--- config.mk ---
export PLATFORM = sky130hd
export DESIGN_NAME = mbsta_tap
export DESIGN_NICKNAME = d
export VERILOG_FILES = /design/src/hw/mbsta_pkg.sv /design/src/hw/mbsta_tap.sv
export SDC_FILE = /design/constraint.sdc
export NUM_CORES = 1
export LEC_CHECK = 0
export BUFFER_PORTS_ARGS = -buffer_cell sky130_fd_sc_hd__buf_2
export CAP_MARGIN = 30
export CELL_PAD_IN_SITES_DETAIL_PLACEMENT = 0
export CELL_PAD_IN_SITES_GLOBAL_PLACEMENT = 1
export CORE_MARGIN = 4
export CORE_UTILIZATION = 41
export DETAILED_ROUTE_END_ITERATION = 8
export PLACE_DENSITY = 0.89
export SYNTH_ARGS = -nofsm -noshare
export SYNTH_HDL_FRONTEND = slang
export SYNTH_SLANG_ARGS = --single-unit
--- constraint.sdc ---
create_clock -name core_clk -period 3.1 [get_ports core_clk]
set_input_delay 0.62 -clock core_clk [delete_from_list [all_inputs] [get_ports core_clk]]
set_output_delay 0.62 -clock core_clk [all_outputs]
set_load 0.1 [all_outputs]
--- src/hw/mbsta_pkg.sv ---
`default_nettype none
package mbsta_pkg;

	localparam int IR_W   = 8;
	localparam int ID_W   = 32;
	localparam int BSR_W  = 113;

	localparam logic [IR_W-1:0] INS_EXTEST  = 8'h00;
	localparam logic [IR_W-1:0] INS_IDCODE  = 8'h21;
	localparam logic [IR_W-1:0] INS_SAMPLE  = 8'h05;
	localparam logic [IR_W-1:0] INS_CLAMP   = 8'h07;
	localparam logic [IR_W-1:0] INS_HIGHZ   = 8'h03;
	localparam logic [IR_W-1:0] INS_BYPASS  = 8'hFF;

	// Fixed pattern captured into the instruction shifter
	localparam logic [IR_W-1:0] IR_CAPTURE  = 8'h01;
	localparam logic [IR_W-1:0] IR_RESET    = INS_IDCODE;

	// Identification field positions
	localparam int ID_REV_LSB = 28;
	localparam int ID_DEV_LSB = 12;
	localparam int ID_VEN_LSB = 1;
	localparam logic ID_PRESENT = 1'b1;

	typedef enum logic [3:0] {
		ST_RESET, ST_IDLE,
		ST_SEL_DR, ST_CAP_DR, ST_SH_DR, ST_EX1_DR,
		ST_PAU_DR, ST_EX2_DR, ST_UPD_DR,
		ST_SEL_IR, ST_CAP_IR, ST_SH_IR, ST_EX1_IR,
		ST_PAU_IR, ST_EX2_IR, ST_UPD_IR
	} mbsta_state_t;

	typedef enum logic [1:0] {
		SEL_BYP, SEL_ID, SEL_BSR
	} mbsta_sel_t;

	// Pin ring: value and active-low output enable per cell
	typedef struct packed {
		logic [BSR_W-1:0] val;
		logic [BSR_W-1:0] oe_n;
	} mbsta_pins_t;

	typedef struct packed {
		mbsta_state_t     st;
		logic             tck_s1;
		logic             tck_s2;
		logic             tck_q;
		logic             tms_s1;
		logic             tms_s2;
		logic             tdi_s1;
		logic             tdi_s2;
		logic [BSR_W-1:0] cap_s1;
		logic [BSR_W-1:0] cap_s2;
		logic [IR_W-1:0]  ir;
		logic [IR_W-1:0]  ir_sh;
		logic [ID_W-1:0]  id_sh;
		logic             byp;
		logic [BSR_W-1:0] bsr_sh;
		logic [BSR_W-1:0] bsr_upd;
		logic             tdo;
		logic             tdo_oe_n;
	} mbsta_regs_t;

endpackage
`default_nettype wire

--- src/hw/mbsta_tap.sv ---
`default_nettype none
module mbsta_tap #(
	parameter logic [3:0]  ID_REV    = 4'h0, // Arbitrary value
	parameter logic [15:0] ID_DEVICE = 16'h1234, // Arbitrary value
	parameter logic [10:0] ID_VENDOR = 11'h2AA // Arbitrary value
) (
	// Clock and reset
	input  wire logic                 core_clk,
	input  wire logic                 rst_n,
	// Test port pins
	input  wire logic                 tck,
	input  wire logic                 tms,
	input  wire logic                 tdi,
	output logic                      tdo,
	output logic                      tdo_oe_n,
	// Pin ring
	input  wire logic [mbsta_pkg::BSR_W-1:0] pin_in,
	input  wire mbsta_pkg::mbsta_pins_t      func_pins,
	output mbsta_pkg::mbsta_pins_t           pins
);

	localparam logic [mbsta_pkg::ID_W-1:0] ID_WORD =
		{ID_REV, ID_DEVICE, ID_VENDOR, mbsta_pkg::ID_PRESENT};

	mbsta_pkg::mbsta_regs_t r;
	mbsta_pkg::mbsta_regs_t n;
	mbsta_pkg::mbsta_sel_t  sel;
	logic                   rise;
	logic                   fall;

	// Unknown codes fall back to bypass so a stray code is harmless
	always_comb begin
		case (r.ir)
			mbsta_pkg::INS_EXTEST: sel = mbsta_pkg::SEL_BSR;
			mbsta_pkg::INS_SAMPLE: sel = mbsta_pkg::SEL_BSR;
			mbsta_pkg::INS_IDCODE: sel = mbsta_pkg::SEL_ID;
			mbsta_pkg::INS_CLAMP:  sel = mbsta_pkg::SEL_BYP;
			mbsta_pkg::INS_HIGHZ:  sel = mbsta_pkg::SEL_BYP;
			mbsta_pkg::INS_BYPASS: sel = mbsta_pkg::SEL_BYP;
			default:               sel = mbsta_pkg::SEL_BYP;
		endcase
	end

	assign rise = r.tck_s2 & ~r.tck_q;
	assign fall = ~r.tck_s2 & r.tck_q;

	always_comb begin
		n = r;
		n.tck_s1 = tck;
		n.tck_s2 = r.tck_s1;
		n.tck_q  = r.tck_s2;
		n.tms_s1 = tms;
		n.tms_s2 = r.tms_s1;
		n.tdi_s1 = tdi;
		n.tdi_s2 = r.tdi_s1;
		n.cap_s1 = pin_in;
		n.cap_s2 = r.cap_s1;
		if (rise) begin
			case (r.st)
				mbsta_pkg::ST_RESET: begin
					n.ir = mbsta_pkg::IR_RESET;
				end
				mbsta_pkg::ST_CAP_DR: begin
					case (sel)
						mbsta_pkg::SEL_BSR: n.bsr_sh = r.cap_s2;
						mbsta_pkg::SEL_ID:  n.id_sh = ID_WORD;
						default:            n.byp = 1'b0;
					endcase
				end
				mbsta_pkg::ST_SH_DR: begin
					case (sel)
						// Cell 1 sits at bit 0 and leaves first
						mbsta_pkg::SEL_BSR: n.bsr_sh =
							{r.tdi_s2, r.bsr_sh[mbsta_pkg::BSR_W-1:1]};
						mbsta_pkg::SEL_ID:  n.id_sh =
							{r.tdi_s2, r.id_sh[mbsta_pkg::ID_W-1:1]};
						default:            n.byp = r.tdi_s2;
					endcase
				end
				mbsta_pkg::ST_UPD_DR: begin
					if (sel == mbsta_pkg::SEL_BSR) begin
						n.bsr_upd = r.bsr_sh;
					end
				end
				mbsta_pkg::ST_CAP_IR: begin
					n.ir_sh = mbsta_pkg::IR_CAPTURE;
				end
				mbsta_pkg::ST_SH_IR: begin
					n.ir_sh = {r.tdi_s2, r.ir_sh[mbsta_pkg::IR_W-1:1]};
				end
				mbsta_pkg::ST_UPD_IR: begin
					n.ir = r.ir_sh;
				end
				default: begin
				end
			endcase
			case (r.st)
				mbsta_pkg::ST_RESET:  n.st = r.tms_s2 ?
					mbsta_pkg::ST_RESET : mbsta_pkg::ST_IDLE;
				mbsta_pkg::ST_IDLE:   n.st = r.tms_s2 ?
					mbsta_pkg::ST_SEL_DR : mbsta_pkg::ST_IDLE;
				mbsta_pkg::ST_SEL_DR: n.st = r.tms_s2 ?
					mbsta_pkg::ST_SEL_IR : mbsta_pkg::ST_CAP_DR;
				mbsta_pkg::ST_CAP_DR: n.st = r.tms_s2 ?
					mbsta_pkg::ST_EX1_DR : mbsta_pkg::ST_SH_DR;
				mbsta_pkg::ST_SH_DR:  n.st = r.tms_s2 ?
					mbsta_pkg::ST_EX1_DR : mbsta_pkg::ST_SH_DR;
				mbsta_pkg::ST_EX1_DR: n.st = r.tms_s2 ?
					mbsta_pkg::ST_UPD_DR : mbsta_pkg::ST_PAU_DR;
				mbsta_pkg::ST_PAU_DR: n.st = r.tms_s2 ?
					mbsta_pkg::ST_EX2_DR : mbsta_pkg::ST_PAU_DR;
				mbsta_pkg::ST_EX2_DR: n.st = r.tms_s2 ?
					mbsta_pkg::ST_UPD_DR : mbsta_pkg::ST_SH_DR;
				mbsta_pkg::ST_UPD_DR: n.st = r.tms_s2 ?
					mbsta_pkg::ST_SEL_DR : mbsta_pkg::ST_IDLE;
				mbsta_pkg::ST_SEL_IR: n.st = r.tms_s2 ?
					mbsta_pkg::ST_RESET : mbsta_pkg::ST_CAP_IR;
				mbsta_pkg::ST_CAP_IR: n.st = r.tms_s2 ?
					mbsta_pkg::ST_EX1_IR : mbsta_pkg::ST_SH_IR;
				mbsta_pkg::ST_SH_IR:  n.st = r.tms_s2 ?
					mbsta_pkg::ST_EX1_IR : mbsta_pkg::ST_SH_IR;
				mbsta_pkg::ST_EX1_IR: n.st = r.tms_s2 ?
					mbsta_pkg::ST_UPD_IR : mbsta_pkg::ST_PAU_IR;
				mbsta_pkg::ST_PAU_IR: n.st = r.tms_s2 ?
					mbsta_pkg::ST_EX2_IR : mbsta_pkg::ST_PAU_IR;
				mbsta_pkg::ST_EX2_IR: n.st = r.tms_s2 ?
					mbsta_pkg::ST_UPD_IR : mbsta_pkg::ST_SH_IR;
				mbsta_pkg::ST_UPD_IR: n.st = r.tms_s2 ?
					mbsta_pkg::ST_SEL_DR : mbsta_pkg::ST_IDLE;
				default:              n.st = mbsta_pkg::ST_RESET;
			endcase
		end
		// The serial output only moves on the falling test clock edge
		if (fall) begin
			n.tdo_oe_n = 1'b1;
			n.tdo      = 1'b0;
			if (r.st == mbsta_pkg::ST_SH_IR) begin
				n.tdo_oe_n = 1'b0;
				n.tdo      = r.ir_sh[0];
			end else if (r.st == mbsta_pkg::ST_SH_DR) begin
				n.tdo_oe_n = 1'b0;
				case (sel)
					mbsta_pkg::SEL_BSR: n.tdo = r.bsr_sh[0];
					mbsta_pkg::SEL_ID:  n.tdo = r.id_sh[0];
					default:            n.tdo = r.byp;
				endcase
			end
		end
	end

	always_ff @(posedge core_clk or negedge rst_n) begin
		if (!rst_n) begin
			r          <= '0;
			r.st       <= mbsta_pkg::ST_RESET;
			r.ir       <= mbsta_pkg::IR_RESET;
			r.tdo_oe_n <= 1'b1;
		end else begin
			r <= n;
		end
	end

	// Ring drive: functional paths pass through except under clamp
	// and high impedance, so memory use continues under other codes
	always_comb begin
		pins = func_pins;
		if (r.ir == mbsta_pkg::INS_CLAMP) begin
			pins.val  = r.bsr_upd;
			pins.oe_n = '0;
		end else if (r.ir == mbsta_pkg::INS_HIGHZ) begin
			pins.oe_n = '1;
		end
	end

	assign tdo      = r.tdo;
	assign tdo_oe_n = r.tdo_oe_n;

endmodule
`default_nettype wire

==> qor.csv, run 1 <==
stage,metric,value,unit
placed_design,io_buffers,571,
timing,period_minus_slack,3.60,ns
power,powerDensity,573,nW/um^2
die,io_pins,572,
setup_path,startpoint_type,flop,
setup_path,critical_path.endpoint,pins[223],
timing,timing.final.hold_violations,0,
placed_design,dpl_worst_slack,0.138,ns
clocking,clock_latency,0.59,ns
drt,route.detailed.drc,0,
final_layout,drive_above_1_share,0.505,
yosys,synth_edf_count,0,
yosys,ys.flop_type,dfrtp_1,
die,rows,81,
setup_path,crit_fanout,8,
timing,final_max_slew_viol_count,0,
yosys,synth_nets,1857,
drt,wirelength,64.2,mm
global_route,grt_use_total,0.227,
clocking,htreeDepth,2,
global_route,met2_usage,0.411,
drt,drt_pre_antenna_iters,6,
clocking,clock-sinks,514,
placed_design,hpwl,41.5,mm
drt,vias,14393,
yosys,syn-instance-count,1511,
yosys,synth.avg_cell_area,13.4,sq um
yosys,yosys_warnings,0,
setup_path,path_cells,"or4_4, or4b_4, buf_6, buf_12, buf_16, mux2_4, buf_12",
worst_hold_path,hp-class,in2reg,
die,die_y,230,microns
global_route,antenna_found_initial,23,
global_route,grt_pass1_wl,92.4,mm
timing,finalCritPeriodShare,1.16,
timing,final-setup-viol-count,226,
final_layout,area_delta_synth_final,53.0,%
setup_path,slowest_delay,0.54,ns
setup_path,timing.rr.end,r[41],
global_route,busiest_layer,met2,
power,total_power,17.7,mW
final_layout,fillers,3399,
die,core-area,48800,sq um
clocking,cts_tree,built,
final_layout,multi_input_area,7730,sq um
final_layout,mostFrequentLayoutCell,dfrtp_1,
drt,drt_iter0_markers,870,
timing,worst_slack,-0.496,ns
final_layout,regArea,12900,sq um
timing,slew_headroom,0.467,
power,ir_worst_vdd,0.539,mV
yosys,ys_seq_elements,514,
clocking,cts_buffer_depth,3,
clocking,root_buffer,clkbuf_16,
setup_path,r2r_cells,9,
setup_path,worstPathRequired,2.48,ns
global_route,first_global_vias,15202,
drt,postRouteAntennaNets,0,
setup_path,worstSetupEndpointType,primary output,
yosys,seq_area_frac_synth,0.636,
drt,routedWlPerCell,22.7,microns
power,p_leak,14.9,nW
global_route,grtUsageMet1,0.252,
timing,hold_slack,0.127,ns
final_layout,layout_common_cells,"dfrtp_1 (511), buf_2 (344), buf_12 (244)",
final_layout,final_net_count,2454,
setup_path,cp_slowest_cell,or4_4,
timing,rsz0062_at_grt,yes,
setup_path,r2r_slack,0.13,ns
setup_path,crit_top_cell,buf_12,
run,maxCapViolations,0,
setup_path,crit_cells,7,
timing,fmax,0.278,GHz
global_route,grt_max_degree,227,
drt,viasPerCell,5.09,
die,die-area,53000,sq um
setup_path,reg2reg_from,r[276],
setup_path,cp_data_arrival_time,2.98,ns
setup_path,critPathTopFamily,simple AND/OR/NAND/NOR gates,
yosys,synth_area,20200,sq um
yosys,synth.distinct_cells,45,
setup_path,critPathBufInv,4,
timing,max_slew.worst_pin.slew,0.793,ns
yosys,async_reset_ff_frac,1.00,
clocking,cts-buffers-inserted,50,
setup_path,worstSetupStartpoint,r[276],
timing,fin_skew,0.0341,ns
placed_design,gp_congestion,0.949,
die,die_w,230,microns
global_route,grt_use_met3,0.0540,
die,start_util,0.414,
global_route,grt.overflow.total,0,
outcome,violations,negative setup slack,
clocking,clk_pin_slew_worst_paths,0.07,ns
outcome,outcome,finished with violations,
setup_path,worstSetupPathType,reg2out,
## layer usage
layer / share of wire / vias up
met5: 0.0015 / -
met4: 0.048 / 14
met3: 0.059 / 129
met2: 0.53 / 507
met1: 0.36 / 7279
li1: - / 6464
## how the worst min path moves through the flow
stage,from,to,slack (ns),cells after the start
detailed placement,n[282],r[282],0.33,0
floorplan,rst_n,n[277],0.32,0
global route,pin_in[81],n[358],0.08,1
global placement,n[312],r[312],0.33,0
CTS,pin_in[94],n[371],0.09,1
finish,pin_in[94],n[371],0.13,1
## area by class of cell
cell class | instances | share of cell area
multi-input cells | 884 | 0.250
diodes | 18 | 0.00146
well taps | 664 | 0.0268
repair buffers | 653 | 0.250
clock inverters | 17 | 0.00768
clock buffers | 75 | 0.0483
flip-flops and latches | 514 | 0.416
inverters | 5 | 0.000606
## synthesized netlist by cell type, types with 2 or more instances
master     count  area [sq um]
dfstp_2        3          78.8
a21o_1       113           848
a21oi_1        9          45.0
nor2_1        21          78.8
nand2b_1       2          12.5
buf_1         18          67.6
nand4_1        2          12.5
a32oi_1        2          17.5
a22o_1         8          70.1
nor2b_1        7          43.8
mux2i_1      112          1120
nand2_1      188           706
dfrtp_1      511         12800
ha_1           2          25.0
a31oi_1        3          18.8
buf_6          7          78.8
buf_2         23           115
inv_1          5          18.8
mux2_2       160          1800
o21ai_0      158           791
o2111ai_1      3          26.3
clkbuf_1      59           221
nand3_1        4          20.0
mux2_4        70          1050
## state kept, by name, indices dropped and copies added (netlist names)
register,cells
tdo_oe_n,1
n,117
r,395
tdo,1
## what timing repair did
item                                    CTS  global route
buffers inserted                         18             2
hold buffers                              1             0
resized for setup                       149            22
endpoints found under the hold margin    40             0
endpoints found under the setup margin  226           283
pin swaps                                10             1
gates cloned                             19             9
## kinds of logic (layout without fill, tap and decap cells)
kind of cell | after synthesis | after routing | synth area share
AO/OA/AOI/OAI | 304 | 304 | 0.0930
XOR/XNOR | 1 | 1 | 0.000433
adder cells (fa/ha/maj) | 2 | 2 | 0.00124
buffers and inverters | 113 | 750 | 0.0255
flip-flops | 514 | 514 | 0.636
multiplexers | 342 | 342 | 0.196
other | 0 | 18 | 0
AND/OR/NAND/NOR | 235 | 235 | 0.0473
## worst reg2reg max path, cell delays in order, from the launching register on
cell and delay, ns:
dfrtp_1 0.38, or4_4 0.54, buf_4 0.15, buf_4 0.13, nor2_1 0.13, nand3_1 0.13, ha_1 0.26, nand4_1 0.17
buf_12 0.44, mux2_2 0.51
## power by group
group | internal (mW) | switching, mW | leakage, nW
registers | 7.05 | 0.238 | 6.60
clock network | 3.70 | 2.58 | 0.849
logic | 1.64 | 2.53 | 7.48
total | 12.4 | 5.36 | 14.9
## through the flow
step,util,instance area [sq um],TNS [ns],std cells
after floorplan,-,20400,0,1511
after global placement,0.562,27400,0,2674
after detailed placement,0.562,27400,0,2674
after CTS,0.628,30700,-101.80,2804
after global routing,0.633,30900,-112.58,2826
final,0.634,31000,-96.61,2830
No activity file was read; power rests on OpenSTA's default activity.
==> inputs of run 2 (changes only) <==
BUFFER_PORTS_ARGS = default   (was -buffer_cell sky130_fd_sc_hd__buf_2)
CORE_AREA = 4 4 219 221   (was default)
CORE_MARGIN = default   (was 4)
CORE_UTILIZATION = default   (was 41)
DIE_AREA = 0 0 223 225   (was default)
DONT_BUFFER_PORTS = 1   (was default)
GPL_TIMING_DRIVEN = 0   (was default)
PLACE_DENSITY = 0.81   (was 0.89)
==> qor.csv, run 2 (synthesis results as in run 1) <==
stage,metric,value,unit,change
outcome,outcome,finished with violations,,
outcome,violations,"negative hold slack, max-slew violations, negative setup slack",,
clocking,clock-sinks,514,,unchanged
clocking,clk_pin_slew_worst_paths,0.06,ns,about the same
clocking,root_buffer,clkbuf_16,,
final_layout,mostFrequentLayoutCell,dfrtp_1,,
setup_path,r2r_slack,-0.32,ns,-0.45 ns
clocking,htreeDepth,2,,unchanged
power,total_power,16.6,mW,-6.7%
final_layout,fin_util,0.534,,-0.0999
die,die_w,223,microns,-3.1%
drt,route.detailed.drc,0,,unchanged
drt,drt_pre_antenna_iters,5,,-1
drt,drt_iter0_markers,807,,-7.2%
placed_design,hpwl,35.5,mm,-14%
die,start_util,0.438,,+0.0241
timing,max_slew.worst_pin.slew,1.55,ns,+0.753 ns
timing,worst_slack,-0.529,ns,-0.0333 ns
final_layout,regMostFlops,r,,
global_route,grt_use_total,0.198,,-0.0286
die,io_pins,572,,unchanged
setup_path,worstSetupEndpointType,primary output,,
final_layout,drive_above_1_share,0.314,,-0.190
clocking,cts_tree,built,,
global_route,grt.overflow.total,0,,unchanged
timing,fin_skew,0.0200,ns,-0.0141 ns
placed_design,io_buffers,0,,-100%
placed_design,dpl_worst_slack,-0.526,ns,-0.664 ns
setup_path,startpoint_type,flop,,
power,ir_worst_vdd,0.515,mV,-4.5%
setup_path,worstSetupPathType,reg2out,,
placed_design,dpl_cell_area,21100,sq um,-23%
setup_path,cp_data_arrival_time,3.01,ns,+0.03 ns
drt,wirelength,52.1,mm,-19%
final_layout,layout_common_cells,"dfrtp_1 (511), nand2_1 (188), o21ai_0 (158)",,
clocking,cts-buffers-inserted,51,,+2.0%
global_route,first_global_vias,12584,,-17%
drt,postRouteAntennaNets,0,,unchanged
timing,hold_slack,-0.251,ns,-0.378 ns
global_route,grt_pass1_wl,77.4,mm,-16%
die,core-area,46200,sq um,-5.5%
setup_path,worstPathRequired,2.48,ns,about the same
power,p_leak,11.6,nW,-23%
setup_path,r2r_cells,10,,+1
timing,period_minus_slack,3.63,ns,+0.0333 ns
clocking,clock_latency,0.58,ns,about the same
timing,final-setup-viol-count,311,,+38%
drt,viasPerCell,5.37,,+5.5%
global_route,antenna_found_initial,21,,-8.7%
timing,finalCritPeriodShare,1.17,,+0.0107
setup_path,timing.rr.end,r[195],,
final_layout,final_net_count,1940,,-21%
timing,fmax,0.276,GHz,-0.92%
final_layout,fillers,3830,,+13%
run,maxCapViolations,0,,unchanged
die,rows,79,,-2.5%
final_layout,largest_register_ffs,395,,unchanged
drt,routedWlPerCell,23.2,microns,+2.3%
final_layout,area_delta_synth_final,21.8,%,
setup_path,crit_fanout,10,,+2
timing,slew_headroom,-0.0309,,-0.498
final_layout,multi_input_area,7870,sq um,+1.9%
power,powerDensity,672,nW/um^2,+17%
die,die_y,225,microns,-2.2%
final_layout,final_cells,2244,,-21%
drt,vias,12042,,-16%
final_layout,regArea,12900,sq um,unchanged
placed_design,dp_cells,2119,,-21%
setup_path,worstSetupStartpoint,r[273],,
setup_path,reg2reg_from,r[273],,
placed_design,gp_congestion,0.937,,-1.3%
final_layout,final_area,24600,sq um,-20%
clocking,cts_buffer_depth,3,,unchanged
timing,final_max_slew_viol_count,80,,+80
timing,timing.final.hold_violations,291,,+291
die,die-area,50200,sq um,-5.2%
worst_hold_path,hp-class,in2async,,
timing,rsz0062_at_grt,yes,,
global_route,grt_max_degree,515,,+130%
## run 2: worst max-delay path by stage
stage                endpoint  slack (ns)  cells past startpoint
finish              pins[195]       -0.53                      6
global route        pins[207]       -0.58                      6
CTS                 pins[224]       -0.57                      6
detailed placement      r[49]       -0.53                      8
global placement       r[190]       -0.91                      9
floorplan             pins[0]        0.11                      6
## run 2: layer usage
| metal | global-route usage | wire length (microns) | vias to the layer above | part of all wire |
|---|---|---|---|---|
| met5 | 0 | 106 | - | 0.0020 |
| met1 | 0.249 | 20900 | 6099 | 0.40 |
| met4 | 0.0581 | 1180 | 18 | 0.023 |
| met3 | 0.0655 | 3990 | 94 | 0.077 |
| li1 | - | - | 5411 | - |
| met2 | 0.332 | 25900 | 420 | 0.50 |
## run 2: where the power goes
group / switching [mW] / internal, mW
Clock: 2.55 / 3.65
Sequential: 0.244 / 7.06
Combinational: 2.16 / 0.906
Total: 4.95 / 11.6
## run 2: layout make-up
type | instances | share of cell area
inverter | 5 | 0.000762
buffer | 103 | 0.0343
clock buffer | 70 | 0.0613
clock inverter | 17 | 0.00757
multi-input combinational | 884 | 0.320
sequential | 514 | 0.522
antenna | 9 | 0.000914
tap | 607 | 0.0308
timing repair buffer | 35 | 0.0223
## run 2: timing repair
item | 4_1_cts | 5_1_grt
pin swaps | 43 | 41
cloned | 10 | 6
endpoints found under the hold margin | 514 | 511
setup buffers | 19 | 10
gates resized for setup | 263 | 62
setup endpoints to repair | 422 | 449
## run 2: critical path: stages, from the launching register on
cell and delay [ns]:
dfrtp_1 0.37, or4_4 0.56, or4b_4 0.54, buf_12 0.18, buf_16 0.16, buf_12 0.16, mux2_4 0.44
## run 2: stage by stage
step | hold slack, ns | setup TNS, ns
2_1_floorplan | 0.324 | 0
3_3_place_gp | 0.334 | -152.96
3_5_place_dp | 0.333 | -91.35
4_1_cts | -0.304 | -128.45
5_1_grt | -0.286 | -123.66
6_report | -0.251 | -85.40
